$ cat src/verilog/arr_pkg.sv
// package: shared constants and carriers for the result readout block
package arr_pkg;
   localparam int RES_W          = 12;
   localparam int BUS_W          = 8;
   localparam int FIFO_DEPTH     = 8;
   // serial frame: one leading zero, 12 bits, then zeros until select rises
   localparam int FRAME_LEAD     = 1;
   localparam int FRAME_BITS     = 16;
   localparam logic [11:0] RESULT_RESET = 12'h000;
   localparam logic [3:0]  HIGH_PAD     = 4'h0;
   localparam logic [4:0]  BITCNT_RESET = 5'h00;
   // least wait from select to first clock falling edge, in ns, for reference only
   localparam int MIN_START_NS   = 625;
   localparam int CLK_PERIOD_NS  = 10;
   localparam int MIN_START_CYC  = (MIN_START_NS + CLK_PERIOD_NS - 1) / CLK_PERIOD_NS;

   typedef enum logic [1:0] {
      ARR_SLOW_MEM,
      ARR_ROM,
      ARR_ROM_NOSTART
   } arr_par_mode_e;

   typedef enum logic {
      ARR_IMMEDIATE,
      ARR_CLOCK_ALIGNED
   } arr_start_e;

   // one completed conversion result
   typedef struct packed {
      logic [11:0] value;
   } arr_result_s;

   // pin group of the shared data bus
   typedef struct packed {
      logic [7:0] data_out;
      logic [7:0] data_oe_n;
   } arr_bus_s;
endpackage

$ cat src/verilog/arr_fifo.sv
// file: parameterised valid/ready fifo for conversion results
`timescale 1ns/100ps
module arr_fifo
#(
   parameter int WIDTH = 12,
   parameter int DEPTH = 8
)
(
   // clock and reset
   input  wire logic             clk,
   input  wire logic             rst,
   // fill side
   input  wire logic             in_valid,
   output      logic             in_ready,
   input  wire logic [WIDTH-1:0] in_data,
   // drain side
   output      logic             out_valid,
   input  wire logic             out_ready,
   output      logic [WIDTH-1:0] out_data
);
   localparam int AW = $clog2(DEPTH);

   logic [WIDTH-1:0] mem [DEPTH];
   logic [AW-1:0]    wr_ptr_reg;
   logic [AW-1:0]    rd_ptr_reg;
   logic [AW:0]      count_reg;
   wire              do_push;
   wire              do_pop;

   assign in_ready  = (count_reg != (AW+1)'(DEPTH));
   assign out_valid = (count_reg != '0);
   assign out_data  = mem[rd_ptr_reg];
   assign do_push   = in_valid && in_ready;
   assign do_pop    = out_valid && out_ready;

   always_ff @(posedge clk)
   begin
      if (do_push)
         mem[wr_ptr_reg] <= in_data;
   end

   always_ff @(posedge clk or posedge rst)
   begin
      if (rst)
      begin
         wr_ptr_reg <= '0;
         rd_ptr_reg <= '0;
         count_reg  <= '0;
      end
      else
      begin
         if (do_push)
            wr_ptr_reg <= (wr_ptr_reg == AW'(DEPTH-1)) ? '0 : wr_ptr_reg + 1'b1;
         if (do_pop)
            rd_ptr_reg <= (rd_ptr_reg == AW'(DEPTH-1)) ? '0 : rd_ptr_reg + 1'b1;
         if (do_push && !do_pop)
            count_reg <= count_reg + 1'b1;
         else if (do_pop && !do_push)
            count_reg <= count_reg - 1'b1;
      end
   end
endmodule

$ cat src/verilog/arr_readout.sv
// file: result readout over the parallel byte bus or the serial stream
//
// How it works
// - results are 12 bits, bit 11 most significant
// - slow-memory: new low byte, then padded high nibble
// - rom: old low, new high, new low
// - rom without restart: new low then high
// - serial: bit5 frame strobe, bit6 clock out
// - immediate variant drives low at select fall
// - data valid at rise, changes on fall
// - immediate mode 0: zero, 7 msbs, ...
// - aligned variant starts on first clock fall
// - aligned mode 0: hiz, zero, 6 msbs
// - aligned mode 3: zero, 12 bits, three zeros
// - dsp frame: 12 bits then four zeros
// - byte select picks low or padded high
// - serial outputs float while select high
// - trailing zeros until select returns high
// - interface select high parallel, low serial
`timescale 1ns/100ps
module arr_readout
   import arr_pkg::*;
#(
   parameter int FIFO_W = 12,
   parameter int FIFO_D = 8
)
(
   // clock and reset
   input  wire logic                  clk,
   input  wire logic                  rst,
   // results from the converter core
   input  wire arr_pkg::arr_result_s  conv_result,
   input  wire logic                  conv_valid,
   output      logic                  conv_ready,
   // mode and strap inputs
   input  wire logic                  parallel_serial_select,
   input  wire arr_pkg::arr_par_mode_e par_mode,
   input  wire arr_pkg::arr_start_e   start_variant,
   // host pins, asynchronous to clk
   input  wire logic                  chip_select_n,
   input  wire logic                  read_n,
   input  wire logic                  high_byte_select,
   input  wire logic                  serial_clock_in,
   // shared data bus: bit7 data out, bit6 clock out, bit5 strobe
   output      logic [7:0]            data_out,
   output      logic [7:0]            data_oe_n,
   // conversion start request to the core
   output      logic                  conv_start
);
   // two-stage synchronisers for all host pins
   logic [3:0] sync1_reg;
   logic [3:0] sync2_reg;
   logic       sclk_prev_reg;
   logic       cs_prev_reg;
   logic       rd_prev_reg;

   always_ff @(posedge clk or posedge rst)
   begin
      if (rst)
      begin
         // idle pin levels: select and read high, byte select and clock low
         sync1_reg     <= 4'hC;
         sync2_reg     <= 4'hC;
         sclk_prev_reg <= 1'b0;
         cs_prev_reg   <= 1'b1;
         rd_prev_reg   <= 1'b1;
      end
      else
      begin
         sync1_reg     <= {chip_select_n, read_n, high_byte_select, serial_clock_in};
         sync2_reg     <= sync1_reg;
         sclk_prev_reg <= sync2_reg[0];
         cs_prev_reg   <= sync2_reg[3];
         rd_prev_reg   <= sync2_reg[2];
      end
   end

   wire cs_n_s    = sync2_reg[3];
   wire rd_n_s    = sync2_reg[2];
   wire high_byte_select_s    = sync2_reg[1];
   wire sclk_s    = sync2_reg[0];
   wire sclk_rise = sclk_s && !sclk_prev_reg;
   wire sclk_fall = !sclk_s && sclk_prev_reg;
   wire cs_fall   = !cs_n_s && cs_prev_reg;
   wire rd_fall   = !rd_n_s && rd_prev_reg;
   wire rd_rise   = rd_n_s && !rd_prev_reg;
   wire par_mode_on = parallel_serial_select;

   // result fifo between the core and the output latches
   logic [11:0] fifo_data;
   logic        fifo_valid;
   wire         fifo_take;

   arr_fifo #(.WIDTH(FIFO_W), .DEPTH(FIFO_D)) u_fifo
   (
      .clk       (clk),
      .rst       (rst),
      .in_valid  (conv_valid),
      .in_ready  (conv_ready),
      .in_data   (conv_result.value),
      .out_valid (fifo_valid),
      .out_ready (fifo_take),
      .out_data  (fifo_data)
   );

   // output latches: only replaced when a fresh result is taken
   logic [11:0] new_reg;
   logic [11:0] new_next;
   logic [7:0]  old_low_reg;
   logic [1:0]  rom_step_reg;
   logic [1:0]  rom_step_next;

   // serial frame starts at select fall, or at the first clock fall when aligned, whether or not a result is waiting
   typedef enum logic [1:0] {
      ARR_IDLE,
      ARR_WAIT_EDGE,
      ARR_SHIFT
   } arr_ser_e;

   arr_ser_e    ser_reg;
   arr_ser_e    ser_next;
   logic [4:0]  bit_reg;
   logic [15:0] shift_reg;
   logic        dout_reg;
   logic        dout_en_reg;

   wire ser_cs_active = !par_mode_on && !cs_n_s;
   wire ser_begin     = (ser_reg == ARR_IDLE) && ser_cs_active && cs_fall;
   wire aligned_go    = (ser_reg == ARR_WAIT_EDGE) && sclk_fall;
   wire imm_go        = ser_begin && (start_variant == ARR_IMMEDIATE);
   wire frame_go      = imm_go || aligned_go;

   // a parallel read that starts conversion takes the next result into the latch
   wire par_read      = par_mode_on && !cs_n_s && rd_fall;
   wire par_start     = par_read && !high_byte_select_s;
   assign fifo_take   = fifo_valid && (par_start || frame_go);

   // latch update, keeping the previous low byte for the rom sequence
   assign new_next      = fifo_take ? fifo_data : new_reg;
   assign rom_step_next = fifo_take ? 2'd1 :
                          (par_mode_on && rd_rise && !cs_n_s && rom_step_reg != 2'd0)
                          ? rom_step_reg + 2'd1 : rom_step_reg;

   // frame word: leading zero, 12 bits msb first, zeros after
   wire [15:0] frame_word = {1'b0, fifo_data, 3'b000};

   always_comb
   begin
      ser_next = ser_reg;
      case (ser_reg)
         ARR_IDLE:
            if (ser_begin && start_variant == ARR_CLOCK_ALIGNED)
               ser_next = ARR_WAIT_EDGE;
            else if (imm_go)
               ser_next = ARR_SHIFT;
         ARR_WAIT_EDGE:
            if (!ser_cs_active)
               ser_next = ARR_IDLE;
            else if (aligned_go)
               ser_next = ARR_SHIFT;
         ARR_SHIFT:
            if (!ser_cs_active)
               ser_next = ARR_IDLE;
         default:
            ser_next = ARR_IDLE;
      endcase
   end

   always_ff @(posedge clk or posedge rst)
   begin
      if (rst)
      begin
         new_reg      <= RESULT_RESET;
         old_low_reg  <= RESULT_RESET[7:0];
         rom_step_reg <= 2'd0;
         ser_reg      <= ARR_IDLE;
      end
      else
      begin
         if (fifo_take)
            old_low_reg <= new_reg[7:0];
         new_reg      <= new_next;
         rom_step_reg <= rom_step_next;
         ser_reg      <= ser_next;
      end
   end

   // shifter: loaded at frame start, advances on sampled clock falling edges
   always_ff @(posedge clk or posedge rst)
   begin
      if (rst)
      begin
         shift_reg   <= 16'h0000;
         bit_reg     <= BITCNT_RESET;
         dout_reg    <= 1'b0;
         dout_en_reg <= 1'b0;
      end
      else if (!ser_cs_active)
      begin
         dout_en_reg <= 1'b0;
         dout_reg    <= 1'b0;
         bit_reg     <= BITCNT_RESET;
      end
      else if (frame_go)
      begin
         // leading zero goes out at once; aligned start in mode 0 lost its first bit to hiz
         shift_reg   <= {frame_word[14:0], 1'b0};
         dout_reg    <= frame_word[15];
         dout_en_reg <= 1'b1;
         bit_reg     <= 5'(FRAME_LEAD);
      end
      else if (ser_reg == ARR_SHIFT && sclk_fall)
      begin
         // change only on fall so data is settled at the next rise
         dout_reg  <= shift_reg[15];
         shift_reg <= {shift_reg[14:0], 1'b0};
         if (bit_reg != 5'(FRAME_BITS))
            bit_reg <= bit_reg + 5'd1;
      end
   end

   // frame strobe high while the leading bit is out, low afterwards
   wire strobe_level = (ser_reg == ARR_SHIFT) && (bit_reg == 5'(FRAME_LEAD));
   wire clk_out_en   = ser_cs_active && !rd_n_s;

   // parallel byte selection
   // in rom mode the read that takes a result still shows the previous low byte
   wire        rom_low_old = (par_mode == ARR_ROM) && (rom_step_reg == 2'd1);
   wire [7:0]  low_byte    = rom_low_old ? old_low_reg : new_reg[7:0];
   wire [7:0]  high_byte   = {HIGH_PAD, new_reg[11:8]};
   wire        pick_high   = high_byte_select_s;
   wire [7:0]  par_byte    = pick_high ? high_byte : low_byte;
   wire        par_drive   = par_mode_on && !cs_n_s && !rd_n_s;

   logic [7:0] bus_next;
   logic [7:0] oe_next;

   always_comb
   begin
      bus_next = 8'h00;
      oe_next  = 8'hFF;
      if (par_drive)
      begin
         bus_next = par_byte;
         oe_next  = 8'h00;
      end
      else if (!par_mode_on)
      begin
         bus_next = {dout_reg, sclk_s, strobe_level, 5'h00};
         oe_next  = {!dout_en_reg, !(clk_out_en && ser_reg != ARR_IDLE),
                     !(clk_out_en && ser_reg != ARR_IDLE), 5'h00};
      end
   end

   always_ff @(posedge clk or posedge rst)
   begin
      if (rst)
      begin
         data_out   <= 8'h00;
         data_oe_n  <= 8'hFF;
         conv_start <= 1'b0;
      end
      else
      begin
         data_out   <= bus_next;
         data_oe_n  <= oe_next;
         conv_start <= par_start || frame_go;
      end
   end
endmodule
$ cat config.mk
export PLATFORM = sky130hd
export DESIGN_NAME = arr_readout
export DESIGN_NICKNAME = d
export VERILOG_FILES = /design/src/verilog/arr_pkg.sv /design/src/verilog/arr_fifo.sv /design/src/verilog/arr_readout.sv
export SDC_FILE = /design/constraint.sdc
export NUM_CORES = 1
export LEC_CHECK = 0
export BUFFER_PORTS_ARGS = -buffer_cell sky130_fd_sc_hd__buf_2
export CAP_MARGIN = 20
export CORE_AREA = 2 2 137 139
export CTS_CLUSTER_DIAMETER = 60
export DETAILED_ROUTE_END_ITERATION = 12
export DIE_AREA = 0 0 139 141
export PLACE_DENSITY = 0.66
export SYNTH_ARGS = -nofsm -noshare
export SYNTH_HDL_FRONTEND = slang
export SYNTH_SLANG_ARGS = --single-unit
$ cat constraint.sdc
create_clock -name clk -period 3.05 [get_ports clk]
set_clock_uncertainty 0.2 [all_clocks]
set_input_delay 0.61 -clock clk [delete_from_list [all_inputs] [get_ports clk]]
set_output_delay 0.61 -clock clk [all_outputs]
set_load 0.01 [all_outputs]
==> metrics <==
largest net degree at the start of global routing=29; Most used DFF post-synth=edfxtp_1; TNS Setup=0 ps; asr flop ratio synth=44.2%; wl on met1=5840 microns; crit-path max FO=9; WS Path Type=flop to flop; Yosys top cell by area=edfxtp_1; first-pass GRT wire length=20,400 microns; cells after synthesis=413; Site Rows=50; TritonCTS clock tree=yes; Setup violations, final=0; VDD IR max=0.000485 V; ant diodes=0; Seq cells post-synth=172; max reg flops=96; DIE AREA=0.0196 sq mm; synthesis-to-layout area growth=16.1%; Hold Path Class=primary input to asynchronous set/reset pin; H-tree depth=4; total global-route track usage=13.7%; vias in the first global route=3,732; post-route insts no fill=718; Distinct cells, synth=46; CTS Buffer Depth=2; port bufs=40; initial antenna violation count=0; fmax=0.363 GHz; DR iter-0 viols=238; logic gate share of total power=24.0%; IO Count=41; Lkg Pwr=0.00328 uW; Tot Pwr=7100 uW; CTS sink count=172; YS warnings=0; pwr dens=853 mW/mm^2; wire per inst=17.7 microns; proportion of layout cells with a drive suffix above 1=34.3%; Net Switching=2020 uW; Via density=5.04; sequential fraction of design power=45.8%; Post-Place Cells=686; Final Util=45.5%; Arr. time, crit path=2900 ps; Die X-Extent=139 microns; post-route ant nets=0; min Tclk post-route=2760 ps; die height=141 microns; clk slew on worst S/H paths=60 ps; status=finished, final reports clean; EDFF count, synth=96; # resized after CTS=0; synth top area cells=edfxtp_1 (40%), dfrtp_1 (23%), mux2_2 (6.8%), mux4_1 (5.1%), dfstp_2 (3.3%); max layer used=met4; post-detail-place hpwl=8310 microns; DR WL met3=512 microns; met2 WL=6210 microns; # hold bufs at CTS=0; nets@finish=507; placer congestion estimate=0.765; Syn Area/Cell=17.4 sq um; residual DRC count=0; post-synth top area share=40.2%; postcts setup bufs=0; Slew HR=55.4%; Skew-Pair Late Insertion Delay=430 ps; RSZ-0062 raised after global routing=false; Post-Synthesis Net Count=449; GR Overflow Total=0; Seq/Total Area, Yosys=66.9%; vias post-DR=3,620; sw frac=28.4%; Startpoint Class=flop; P_int=5080 uW; core area=0.0183 sq mm; Worst Tran Pin Value=668 ps; cell area after synthesis=0.00717 sq mm; overall routed net length=12,700 microns; cts bufs inserted=17; Hold Fails Final Rpt=0; TritonRoute pass-1 iters=4; Worst Path Required=3190 ps; final worst-path cycle share=90.3%; max-cap violation count=0; Slew Viols, Final=0; clock share of power=30.2%; CTS root buffer=clkbuf_16; Starting Density=39.2%; Crit. End Element=flop
## per-layer routing
layer / track usage, % / up-vias
met5: 0 / -
met4: 4.94 / 0
met3: 3.91 / 7
met2: 22.2 / 62
met1: 17.9 / 1866
li1: - / 1685
## stage by stage
stage                     instance area, sq um  worst slack [ps]  hold WS, ps
after floorplan                           7200             -24.1          131
final                                     8320               295         73.5
after global routing                      8320               100         68.9
after CTS                                 8320               262         67.8
after detailed placement                  7730              18.2          148
after global placement                    7730              73.3          136
## placed cells by master, fill, tap and decap left out, types with 6 or more instances in the layout
cell type,instances
dfrtp_1,67
dfstp_2,9
mux4_2,10
xnor2_1,7
buf_2,40
nor3_1,6
ha_1,10
inv_1,8
nor2_1,19
mux2_2,43
nand2_1,15
mux2_1,14
mux4_1,14
buf_4,17
o21ai_0,8
mux2i_1,12
edfxtp_1,96
clkbuf_16,17
## worst max-delay path: stages, from the launching register on
cell	delay (ps)
dfstp_2	420
nor2_1	450
nand4b_1	250
a21oi_4	210
inv_4	50
ha_4	160
inv_4	70
ha_4	190
a21o_1	160
a21oi_2	130
mux2i_1	240
xnor2_1	140
## cells by family after synthesis
group                    count (synthesis)  share of synthesized area [%]
AO/OA/AOI/OAI                           22                           2.18
XOR/XNOR                                 9                           1.10
adder cells (fa/ha/maj)                 13                           2.37
buffers and inverters                   32                           2.77
flip-flops                             172                           66.9
multiplexers                            97                           19.7
AND/OR/NAND/NOR                         68                           4.94
## worst paths after layout
kind                                   start                   to  slack (ps)  cells past startpoint
worst max-delay path            sync2_reg[3]  u_fifo.count_reg[3]         290                     11
worst min-delay path                     rst         sync2_reg[1]          70                      2
worst max register to register  sync2_reg[3]  u_fifo.count_reg[3]         290                     11
worst min register to register  sync1_reg[0]         sync2_reg[0]         150                      0
max in group asynchronous                rst        shift_reg[11]        1920                      3
min in group clk                      read_n         sync1_reg[2]          90                      1
## final cells by class
type                    instances  area, sq um
flip-flops and latches        172         4800
inverters                      11         46.3
multi-input cells             209         2210
clock inverters                13          155
repair buffers                 60          388
fillers                      1571         9950
well taps                     234          293
clock buffers                  19          433
## cell usage after synthesis (all sizes together) (8+ instances only)
cell type and n:
buf 14, dfrtp 67, dfstp 9, edfxtp 96, ha 12, inv 11
mux2 61, mux2i 12, mux4 24, nand2 15, nor2 19, o21ai 8
## power by group through the flow
stage                     Combinational, uW  Sequential [uW]  Clock, uW
after floorplan                        1340             3160          0
after global placement                 1670             3260          0
after detailed placement               1730             3300          0
after CTS                              1740             3250       2190
after global routing                   1880             3310       2290
final                                  1710             3250       2140
(Power assumes the default switching activity.)
